**config.mk**
```make
export PLATFORM = sky130hd
export DESIGN_NAME = psg_top
export DESIGN_NICKNAME = d
export VERILOG_FILES = /design/src/verilog/psg_pkg.sv /design/src/verilog/psg_top.sv /design/src/verilog/psg_period_calc.sv
export SDC_FILE = /design/constraint.sdc
export NUM_CORES = 2
export LEC_CHECK = 0
export ABC_AREA = 1
export BUFFER_PORTS_ARGS = -buffer_cell sky130_fd_sc_hd__buf_2
export CAP_MARGIN = 5
export CORE_MARGIN = 2
export CORE_UTILIZATION = 52
export CTS_BUF_LIST = sky130_fd_sc_hd__clkbuf_2 sky130_fd_sc_hd__clkbuf_4 sky130_fd_sc_hd__clkbuf_8
export CTS_CLUSTER_DIAMETER = 50
export DETAILED_ROUTE_END_ITERATION = 6
export HOLD_SLACK_MARGIN = 0.03
export PLACE_DENSITY = 0.7
export SLEW_MARGIN = 20
export SYNTH_ARGS = -nofsm -noshare
export SYNTH_HDL_FRONTEND = slang
export SYNTH_SLANG_ARGS = --single-unit
```
**constraint.sdc**
```tcl
create_clock -name mclk -period 8.95 [get_ports mclk]
set_input_delay 0 -clock mclk [delete_from_list [all_inputs] [get_ports mclk]]
set_output_delay 0 -clock mclk [all_outputs]
set_load 0.01 [all_outputs]
```
**src/verilog/psg_pkg.sv**
```systemverilog
// Purpose: shared constants and types of the pattern sync pulse generator
// Assumes: one mclk cycle carries one step of pattern bits (8, or 16 combined)
// Notes:   all lengths, widths and delays are counted in pattern bits
package psg_pkg;

	// ****************************************
	// widths
	// ****************************************
	localparam int LEN_W = 32;
	localparam int EXT_W = 33;
	localparam int POS_W = 41;

	// ****************************************
	// quantization and range figures
	// ****************************************
	localparam logic [POS_W-1:0] STEP_SINGLE    = 41'h000_0000_0008;
	localparam logic [POS_W-1:0] STEP_COMBINED  = 41'h000_0000_0010;
	localparam logic [POS_W-1:0] GRAN_SINGLE    = 41'h000_0000_0080;
	localparam logic [POS_W-1:0] GRAN_COMBINED  = 41'h000_0000_0100;
	localparam logic [EXT_W-1:0] MIN_LEN_SINGLE = 33'h0_0000_0200;
	localparam logic [EXT_W-1:0] MIN_LEN_COMB   = 33'h0_0000_0400;
	localparam logic [POS_W-1:0] MAX_SINGLE     = 41'h007_FFFF_FF80;
	localparam logic [POS_W-1:0] MAX_COMBINED   = 41'h00F_FFFF_FF00;
	localparam logic [POS_W-1:0] MAX_MIXED      = 41'h000_8FFF_FF80;

	// ****************************************
	// reset values
	// ****************************************
	localparam logic [POS_W-1:0] POS_RESET = 41'h000_0000_0000;
	localparam logic [EXT_W-1:0] EXT_RESET = 33'h0_0000_0000;

	// ****************************************
	// enumerations
	// ****************************************
	typedef enum logic [2:0] {
		PAT_PRBS     = 3'h0,
		PAT_DATA     = 3'h1,
		zero_run_pattern_code = 3'h2,
		PAT_MIXED    = 3'h3,
		PAT_MIXED_PRBS = 3'h4,
		PAT_OTHER    = 3'h5
	} psg_pattern_type;

	typedef enum logic {
		SEQ_REPEAT = 1'h0,
		SEQ_BURST  = 1'h1
	} psg_seq_type;

	// ****************************************
	// configuration carrier, first_data_channel settings only
	// ****************************************
	typedef struct packed {
		psg_pattern_type   pattern;
		psg_seq_type       seq;
		logic              combined;
		logic [LEN_W-1:0]  pattern_len;
		logic [15:0]       row_len;
		logic [15:0]       row_count;
		logic [7:0]        block_count;
		logic [POS_W-1:0]  pulse_width;
		logic [POS_W-1:0]  delay;
	} psg_cfg_type;

	typedef struct packed {
		logic sync_out;
		logic data_enable;
		logic period_start;
		logic running;
		logic cfg_error;
	} psg_status_type;

endpackage

```
**src/verilog/psg_top.sv**
```systemverilog
// Purpose: sync (gating) pulse generator for a serial pattern source
// Assumes: cfg stable from apply until running or cfg_error
// Notes:   each mclk cycle with the stream on advances the pattern by one step of bits
`timescale 1ns/1ns
module psg_top (
	input  wire logic                  mclk,
	input  wire logic                  nrst,
	input  wire psg_pkg::psg_cfg_type  cfg,
	input  wire logic                  apply,
	input  wire logic                  stop,
	input  wire logic                  burst_gate,
	output psg_pkg::psg_status_type    status
);

	// ****************************************
	// control state
	// ****************************************
	typedef enum logic [2:0] {
		ST_IDLE  = 3'h0,
		ST_CALC  = 3'h1,
		ST_CHECK = 3'h2,
		ST_RUN   = 3'h3,
		ST_ERROR = 3'h4
	} psg_state_type;

	psg_state_type               state_reg, state_next;
	psg_pkg::psg_cfg_type        cfg_reg, cfg_next;
	logic [psg_pkg::POS_W-1:0]   period_reg, period_next;
	logic [psg_pkg::POS_W-1:0]   pos_reg, pos_next;
	logic [psg_pkg::POS_W-1:0]   hi_cnt_reg, hi_cnt_next;
	logic [psg_pkg::POS_W-1:0]   pat_pos_reg, pat_pos_next;
	psg_pkg::psg_status_type     status_reg, status_next;

	logic                        calc_start;
	logic                        calc_done;
	logic [psg_pkg::POS_W-1:0]   calc_period;
	logic [psg_pkg::POS_W-1:0]   step;
	logic [psg_pkg::POS_W-1:0]   gran;
	logic [psg_pkg::POS_W-1:0]   cap;
	logic [psg_pkg::POS_W-1:0]   mixed_len;
	logic [psg_pkg::POS_W-1:0]   pos_adv;
	logic [psg_pkg::POS_W-1:0]   pat_adv;
	logic                        is_mixed;
	logic                        burst_ok;
	logic                        len_ok;
	logic                        width_ok;
	logic                        delay_ok;
	logic                        cfg_ok;
	logic                        stream_on;
	logic                        wrap;

	// ****************************************
	// period derivation
	// ****************************************
	// the divider restarts on every accepted apply, even for mixed patterns
	assign calc_start = (state_reg == ST_IDLE || state_reg == ST_RUN
	                     || state_reg == ST_ERROR) && apply;

	psg_period_calc u_period_calc (
		.mclk        (mclk),
		.nrst        (nrst),
		.start       (calc_start),
		.combined    (cfg.combined),
		.pattern_len (cfg.pattern_len),
		.done        (calc_done),
		.period      (calc_period)
	);

	// ****************************************
	// range checks on the latched settings
	// ****************************************
	// ranges use the latched copy; the cfg port may move once running
	assign step      = cfg_reg.combined ? psg_pkg::STEP_COMBINED : psg_pkg::STEP_SINGLE;
	assign gran      = cfg_reg.combined ? psg_pkg::GRAN_COMBINED : psg_pkg::GRAN_SINGLE;
	assign is_mixed  = (cfg_reg.pattern == psg_pkg::PAT_MIXED)
	                   || (cfg_reg.pattern == psg_pkg::PAT_MIXED_PRBS);
	// three narrow fields; 40 bits hold the largest product
	assign mixed_len = {1'b0,
	                    40'(cfg_reg.row_len)
	                    * 40'(cfg_reg.row_count)
	                    * 40'(cfg_reg.block_count)};
	assign cap       = is_mixed ? psg_pkg::MAX_MIXED
	                   : (cfg_reg.combined ? psg_pkg::MAX_COMBINED
	                   : psg_pkg::MAX_SINGLE);

	// a value is legal when stepped, at least one granule, one granule short, and within the cap
	function automatic logic in_range(
		input logic [psg_pkg::POS_W-1:0] v,
		input logic [psg_pkg::POS_W-1:0] per,
		input logic [psg_pkg::POS_W-1:0] g,
		input logic [psg_pkg::POS_W-1:0] s,
		input logic [psg_pkg::POS_W-1:0] mx);
		logic ok;
		ok = ((v & (s - 41'h000_0000_0001)) == psg_pkg::POS_RESET);
		ok = ok && (v >= g) && (per >= (g + g)) && (v <= (per - g));
		ok = ok && (v <= mx);
		in_range = ok;
	endfunction

	assign len_ok   = is_mixed ? (mixed_len != psg_pkg::POS_RESET)
	                  : (cfg_reg.pattern_len != '0);
	assign width_ok = in_range(cfg_reg.pulse_width, period_reg, gran, step, cap);
	assign delay_ok = in_range(cfg_reg.delay, period_reg, gran, step, cap);
	assign burst_ok = (cfg_reg.seq == psg_pkg::SEQ_REPEAT)
	                  || (cfg_reg.pattern == psg_pkg::PAT_PRBS)
	                  || (cfg_reg.pattern == psg_pkg::PAT_DATA)
	                  || (cfg_reg.pattern == psg_pkg::zero_run_pattern_code)
	                  || (cfg_reg.pattern == psg_pkg::PAT_MIXED);
	assign cfg_ok   = len_ok && width_ok && delay_ok && burst_ok;

	// ****************************************
	// position counters
	// ****************************************
	// wrap is judged on the advanced count so no step of a period is lost
	assign pos_adv   = pos_reg + step;
	assign wrap      = (pos_adv >= period_reg);
	assign pat_adv   = pat_pos_reg + step;
	// burst streams only while the gate is open; repeat never pauses
	assign stream_on = (cfg_reg.seq == psg_pkg::SEQ_REPEAT) || burst_gate;

	// ****************************************
	// next state
	// ****************************************
	always_comb begin
		state_next   = state_reg;
		cfg_next     = cfg_reg;
		period_next  = period_reg;
		pos_next     = pos_reg;
		hi_cnt_next  = hi_cnt_reg;
		pat_pos_next = pat_pos_reg;
		status_next  = status_reg;
		status_next.period_start = 1'b0;
		case (state_reg)
			ST_IDLE, ST_ERROR: begin
				if (apply) begin
					cfg_next   = cfg;
					state_next = ST_CALC;
					status_next.cfg_error = 1'b0;
				end
			end
			ST_CALC: begin
				// mixed period needs no extension, so no wait on the divider
				if (is_mixed) begin
					period_next = mixed_len;
					state_next  = ST_CHECK;
				end else if (calc_done) begin
					period_next = calc_period;
					state_next  = ST_CHECK;
				end
			end
			ST_CHECK: begin
				// cleared here so the first run cycle is the pattern start
				pos_next     = psg_pkg::POS_RESET;
				pat_pos_next = psg_pkg::POS_RESET;
				hi_cnt_next  = psg_pkg::POS_RESET;
				if (cfg_ok) begin
					state_next = ST_RUN;
					status_next.running      = 1'b1;
					status_next.period_start = 1'b1;
				end else begin
					state_next = ST_ERROR;
					status_next.cfg_error = 1'b1;
				end
			end
			ST_RUN: begin
				status_next.data_enable = stream_on;
				// a pulse cut by stop or apply is dropped, not finished
				if (stop || apply) begin
					state_next = apply ? ST_CALC : ST_IDLE;
					cfg_next   = apply ? cfg : cfg_reg;
					status_next.running     = 1'b0;
					status_next.sync_out    = 1'b0;
					status_next.data_enable = 1'b0;
				end else if (stream_on) begin
					pos_next     = wrap ? psg_pkg::POS_RESET : pos_adv;
					pat_pos_next = (pat_adv >= {9'h000, cfg_reg.pattern_len})
					               ? psg_pkg::POS_RESET : pat_adv;
					status_next.period_start = wrap;
					// pulse starts at the delay point, then lasts width bits
					if (pos_reg == cfg_reg.delay) begin
						status_next.sync_out = 1'b1;
						hi_cnt_next = step;
					end else if (status_reg.sync_out) begin
						if (hi_cnt_reg >= cfg_reg.pulse_width) begin
							status_next.sync_out = 1'b0;
						end else begin
							hi_cnt_next = hi_cnt_reg + step;
						end
					end
				end
			end
			default: begin
				state_next = ST_IDLE;
			end
		endcase
	end

	// ****************************************
	// registers
	// ****************************************
	always_ff @(posedge mclk or negedge nrst) begin
		if (!nrst) begin
			state_reg   <= ST_IDLE;
			cfg_reg     <= '0;
			period_reg  <= psg_pkg::POS_RESET;
			pos_reg     <= psg_pkg::POS_RESET;
			hi_cnt_reg  <= psg_pkg::POS_RESET;
			pat_pos_reg <= psg_pkg::POS_RESET;
			status_reg  <= '0;
		end else begin
			state_reg   <= state_next;
			cfg_reg     <= cfg_next;
			period_reg  <= period_next;
			pos_reg     <= pos_next;
			hi_cnt_reg  <= hi_cnt_next;
			pat_pos_reg <= pat_pos_next;
			status_reg  <= status_next;
		end
	end

	assign status = status_reg;

endmodule

```
**src/verilog/psg_period_calc.sv**
```systemverilog
// Purpose: derives the effective repetition period from the pattern length
// Assumes: length nonzero; start is a one-cycle pulse
// Notes:   iterative, one add or shift per cycle; result stays until next start
`timescale 1ns/1ns
module psg_period_calc (
	input  wire logic                     mclk,
	input  wire logic                     nrst,
	input  wire logic                     start,
	input  wire logic                     combined,
	input  wire logic [psg_pkg::LEN_W-1:0] pattern_len,
	output logic                          done,
	output logic      [psg_pkg::POS_W-1:0] period
);

	// ****************************************
	// state
	// ****************************************
	typedef enum logic [1:0] {
		PC_IDLE   = 2'h0,
		PC_EXTEND = 2'h1,
		PC_ALIGN  = 2'h2
	} psg_pc_state_type;

	psg_pc_state_type              state_reg, state_next;
	logic [psg_pkg::POS_W-1:0]     acc_reg, acc_next;
	logic                          done_reg, done_next;
	logic [psg_pkg::EXT_W-1:0]     min_len;
	logic [psg_pkg::POS_W-1:0]     gran_mask;
	logic [psg_pkg::POS_W-1:0]     len_w;

	assign min_len   = combined ? psg_pkg::MIN_LEN_COMB : psg_pkg::MIN_LEN_SINGLE;
	assign gran_mask = (combined ? psg_pkg::GRAN_COMBINED : psg_pkg::GRAN_SINGLE)
	                   - 41'h000_0000_0001;
	assign len_w     = {9'h000, pattern_len};

	always_comb begin
		state_next = state_reg;
		acc_next   = acc_reg;
		done_next  = 1'b0;
		case (state_reg)
			PC_IDLE: begin
				if (start) begin
					acc_next   = len_w;
					state_next = PC_EXTEND;
				end
			end
			PC_EXTEND: begin
				// add whole lengths until the floor is reached
				if (len_w == psg_pkg::POS_RESET) begin
					// zero length never reaches the floor; hand back zero
					done_next  = 1'b1;
					state_next = PC_IDLE;
				end else if (acc_reg < {8'h00, min_len}) begin
					acc_next = acc_reg + len_w;
				end else begin
					state_next = PC_ALIGN;
				end
			end
			PC_ALIGN: begin
				// granule is a power of two, so the lcm is a doubling chain
				if ((acc_reg & gran_mask) != psg_pkg::POS_RESET) begin
					acc_next = {acc_reg[psg_pkg::POS_W-2:0], 1'b0};
				end else begin
					done_next  = 1'b1;
					state_next = PC_IDLE;
				end
			end
			default: begin
				state_next = PC_IDLE;
			end
		endcase
		// a new start aborts any run still going, so no stale result leaks
		if (start) begin
			acc_next   = len_w;
			state_next = PC_EXTEND;
			done_next  = 1'b0;
		end
	end

	always_ff @(posedge mclk or negedge nrst) begin
		if (!nrst) begin
			state_reg <= PC_IDLE;
			acc_reg   <= psg_pkg::POS_RESET;
			done_reg  <= 1'b0;
		end else begin
			state_reg <= state_next;
			acc_reg   <= acc_next;
			done_reg  <= done_next;
		end
	end

	assign done   = done_reg;
	assign period = acc_reg;

endmodule

```
==> metrics <==
max cap viols 0; area share of the leading cell type in the synthesized netlist 20.1%; data required time of the worst path 9.52 ns; cell type with the highest aggregate area in the netlist dfrtp_1; layout overhead on the synthesized area 30.0%; number of cells produced by synthesis 5632; pin count of the biggest net entering global routing 195; Longest Clk Path Bufs 3; peak clock frequency supported by timing 103 MHz; worst hold path class input pin to flop; Post-DRT Antenna Nets 0; number of nets in the final layout 7325; initial core utilization 52.6%; number of placement rows 102; wire length of the first global-routing pass 227000 um; Most used DFF post-synth dfrtp_1; combined area of the multi-input logic cells 30700 um2; Critical Path Max Stage Delay 0.60 ns; global route total overflow 0; endpoints failing setup 28; number of flip-flops in the largest register 159; Critical Path Sink Type flop; post-route setup slack -0.767 ns; cell at the root of the clock tree clkbuf_8; critical path fanouts, max 7; die area 80900 um2; CP top delay family adder cells; number of unique standard cell types used by synthesis 58; clock network latency to the later pin of the worst-skew pair 0.70 ns; first drt pass iteration count 6; Inserted Clock Buffers 74; Synth Cell Area 40900 um2; cell with the biggest individual delay on the critical path fa_1; DR vias 41800; fraction of layout instances using a drive strength above 1 21.7%; min Tclk post-route 9.72 ns; clock transition at the registers of the reported paths 0.06 ns; number of sinks handled by clock tree synthesis 328; via count of the first global-routing pass 41300; critical path class flop to flop; YS warnings 0; fraction of synthesis flops using an asynchronous set or reset pin 100%; clk_skew 0.0404 ns; initial antenna violation count 6; Final Hold Fails 0; combined global-route utilization of all metal layers 35.6%; area of the core region 77700 um2; Data arrival, critical path 10.29 ns; combined flip-flop and latch cell area 8240 um2; HPWL reported at the end of detailed placement 108000 um; routed wirelength normalized by instance count 19.4 um; sequential element share of the synthesized area 20.1%; startpoint class of the critical path flop; number of levels the H-tree was split into 3; unrepaired setup endpoints after global routing yes; die boundary width 284 um; Total Wirelength 146000 um; buffering stage count on the worst path with inverters included 7; worst rel slew slack 25.5%; Yosys reg bits 328; Mean Syn Cell Area 7.26 um2; fillers 6250; share of the cycle needed by the critical path after routing 109%; outcome finished with violations; cell type with the highest occurrence count on the critical path fa_1; slew at the pin closest to its max-slew limit 1.12 ns; weighted congestion at the end of routability-driven global placement 1.00; post-detailed-route DRC marker count 0; Slew Viols, Final 0; final worst hold slack 0.0614 ns; per-cell via count in the routed design 5.57; Detailed Route Iter0 Violations 3997; total of buffers placed on input and output ports 168; failing checks negative setup slack; Die Ht 284 um; main area contributors after synthesis dfrtp_1 (20%), fa_1 (18%), nand2_1 (13%); Post-synth EDFFs 0; number of I/O pins 169; TritonCTS clock tree built; Synthesized Nets 6560
## worst min-delay path, cell delays in order
cell           delay [ns]
dlygate4sd3_1        0.52
buf_2                0.10
nand2_1              0.04
o21ai_0              0.06
## layout make-up
class	instances	share of cell area [%]
diodes	3	0.0141
clock buffers	107	2.53
clock inverters	28	0.510
inverters	1052	7.50
multi-input cells	4064	57.8
flip-flops and latches	328	15.5
well taps	1040	2.45
repair buffers	877	13.7
## layout by cell type, fill, tap and decap left out, types with 225 or more instances in the layout
cell           synthesis  routed
dfrtp_1              328     303
nand2_1             1436    1300
nor2_1               407     337
o21ai_0              318     271
ha_1                 386     335
buf_4                  3     393
inv_1               1043     967
a21oi_1              282     225
fa_1                 378     356
dlygate4sd3_1          0     248
## stage by stage
| step | utilization, % | setup TNS, ns | instance area (um2) | instances | setup WS (ns) |
|---|---|---|---|---|---|
| final | 68.4 | -12.28 | 53200 | 7499 | -0.767 |
| after CTS | 66.2 | -10.83 | 51500 | 7466 | -0.652 |
| after global routing | 68.4 | -21.21 | 53200 | 7499 | -1.11 |
| after detailed placement | 58.8 | -29.99 | 45700 | 7027 | -1.37 |
| after floorplan | - | 0 | 41600 | 5632 | 0.000617 |
| after global placement | 58.8 | -30.87 | 45700 | 7027 | -1.41 |
## worst paths after layout
path                              from            to  slack [ns]  cells past startpoint
setup / recovery           cfg_reg[96]  state_reg[0]       -0.77                     44
hold / removal                 cfg[59]   cfg_reg[59]        0.06                      4
setup reg to reg           cfg_reg[96]  state_reg[0]       -0.77                     44
hold reg to reg              status[3]     status[3]        0.49                      2
max in group asynchronous         nrst  cfg_reg[153]        6.71                      5
min in group asynchronous         nrst   cfg_reg[34]        0.50                      4
## per-layer routing
layer | wire, um | global-route usage [%]
met1 | 61800 | 50.2
met2 | 64300 | 55.0
met3 | 12900 | 5.92
met4 | 6710 | 13.2
met5 | 41 | 0
## cells in the mapped netlist (all sizes together) (5+ instances only)
cell	instances
a211oi	6
a21boi	8
a21oi	284
a22oi	7
a31oi	6
buf	27
clkbuf	161
dfrtp	328
fa	378
ha	386
inv	1052
nand2	1439
nand3	214
nand3b	15
nand4	107
nor2	419
nor3	80
nor4	42
nor4b	5
o211ai	22
o21a	11
o21ai	363
o21bai	11
o221ai	7
o22ai	36
or2	42
xnor2	48
xor2	105
## cell families after synthesis
kind of cell    count (synthesis)  share of synthesized area [%]
flops                         328                           20.1
simple gates                 2369                           24.4
xor+xnor                      153                           3.28
fa+ha+maj                     764                           30.3
compound gates                778                           10.4
buf+inv                      1240                           11.5
## timing repair
item                       4_1_cts  5_1_grt
hold endpoints to repair       286        0
hold buffers                   249        0
cloned                           0        4
setup endpoints to repair       34       36
buffers inserted                57       33
pin swaps                      141      199
gates resized for setup        337      389
Power is left out: the tool's default activity adds up to more than one toggle a clock period on the data nets, which glitch-free logic cannot reach.
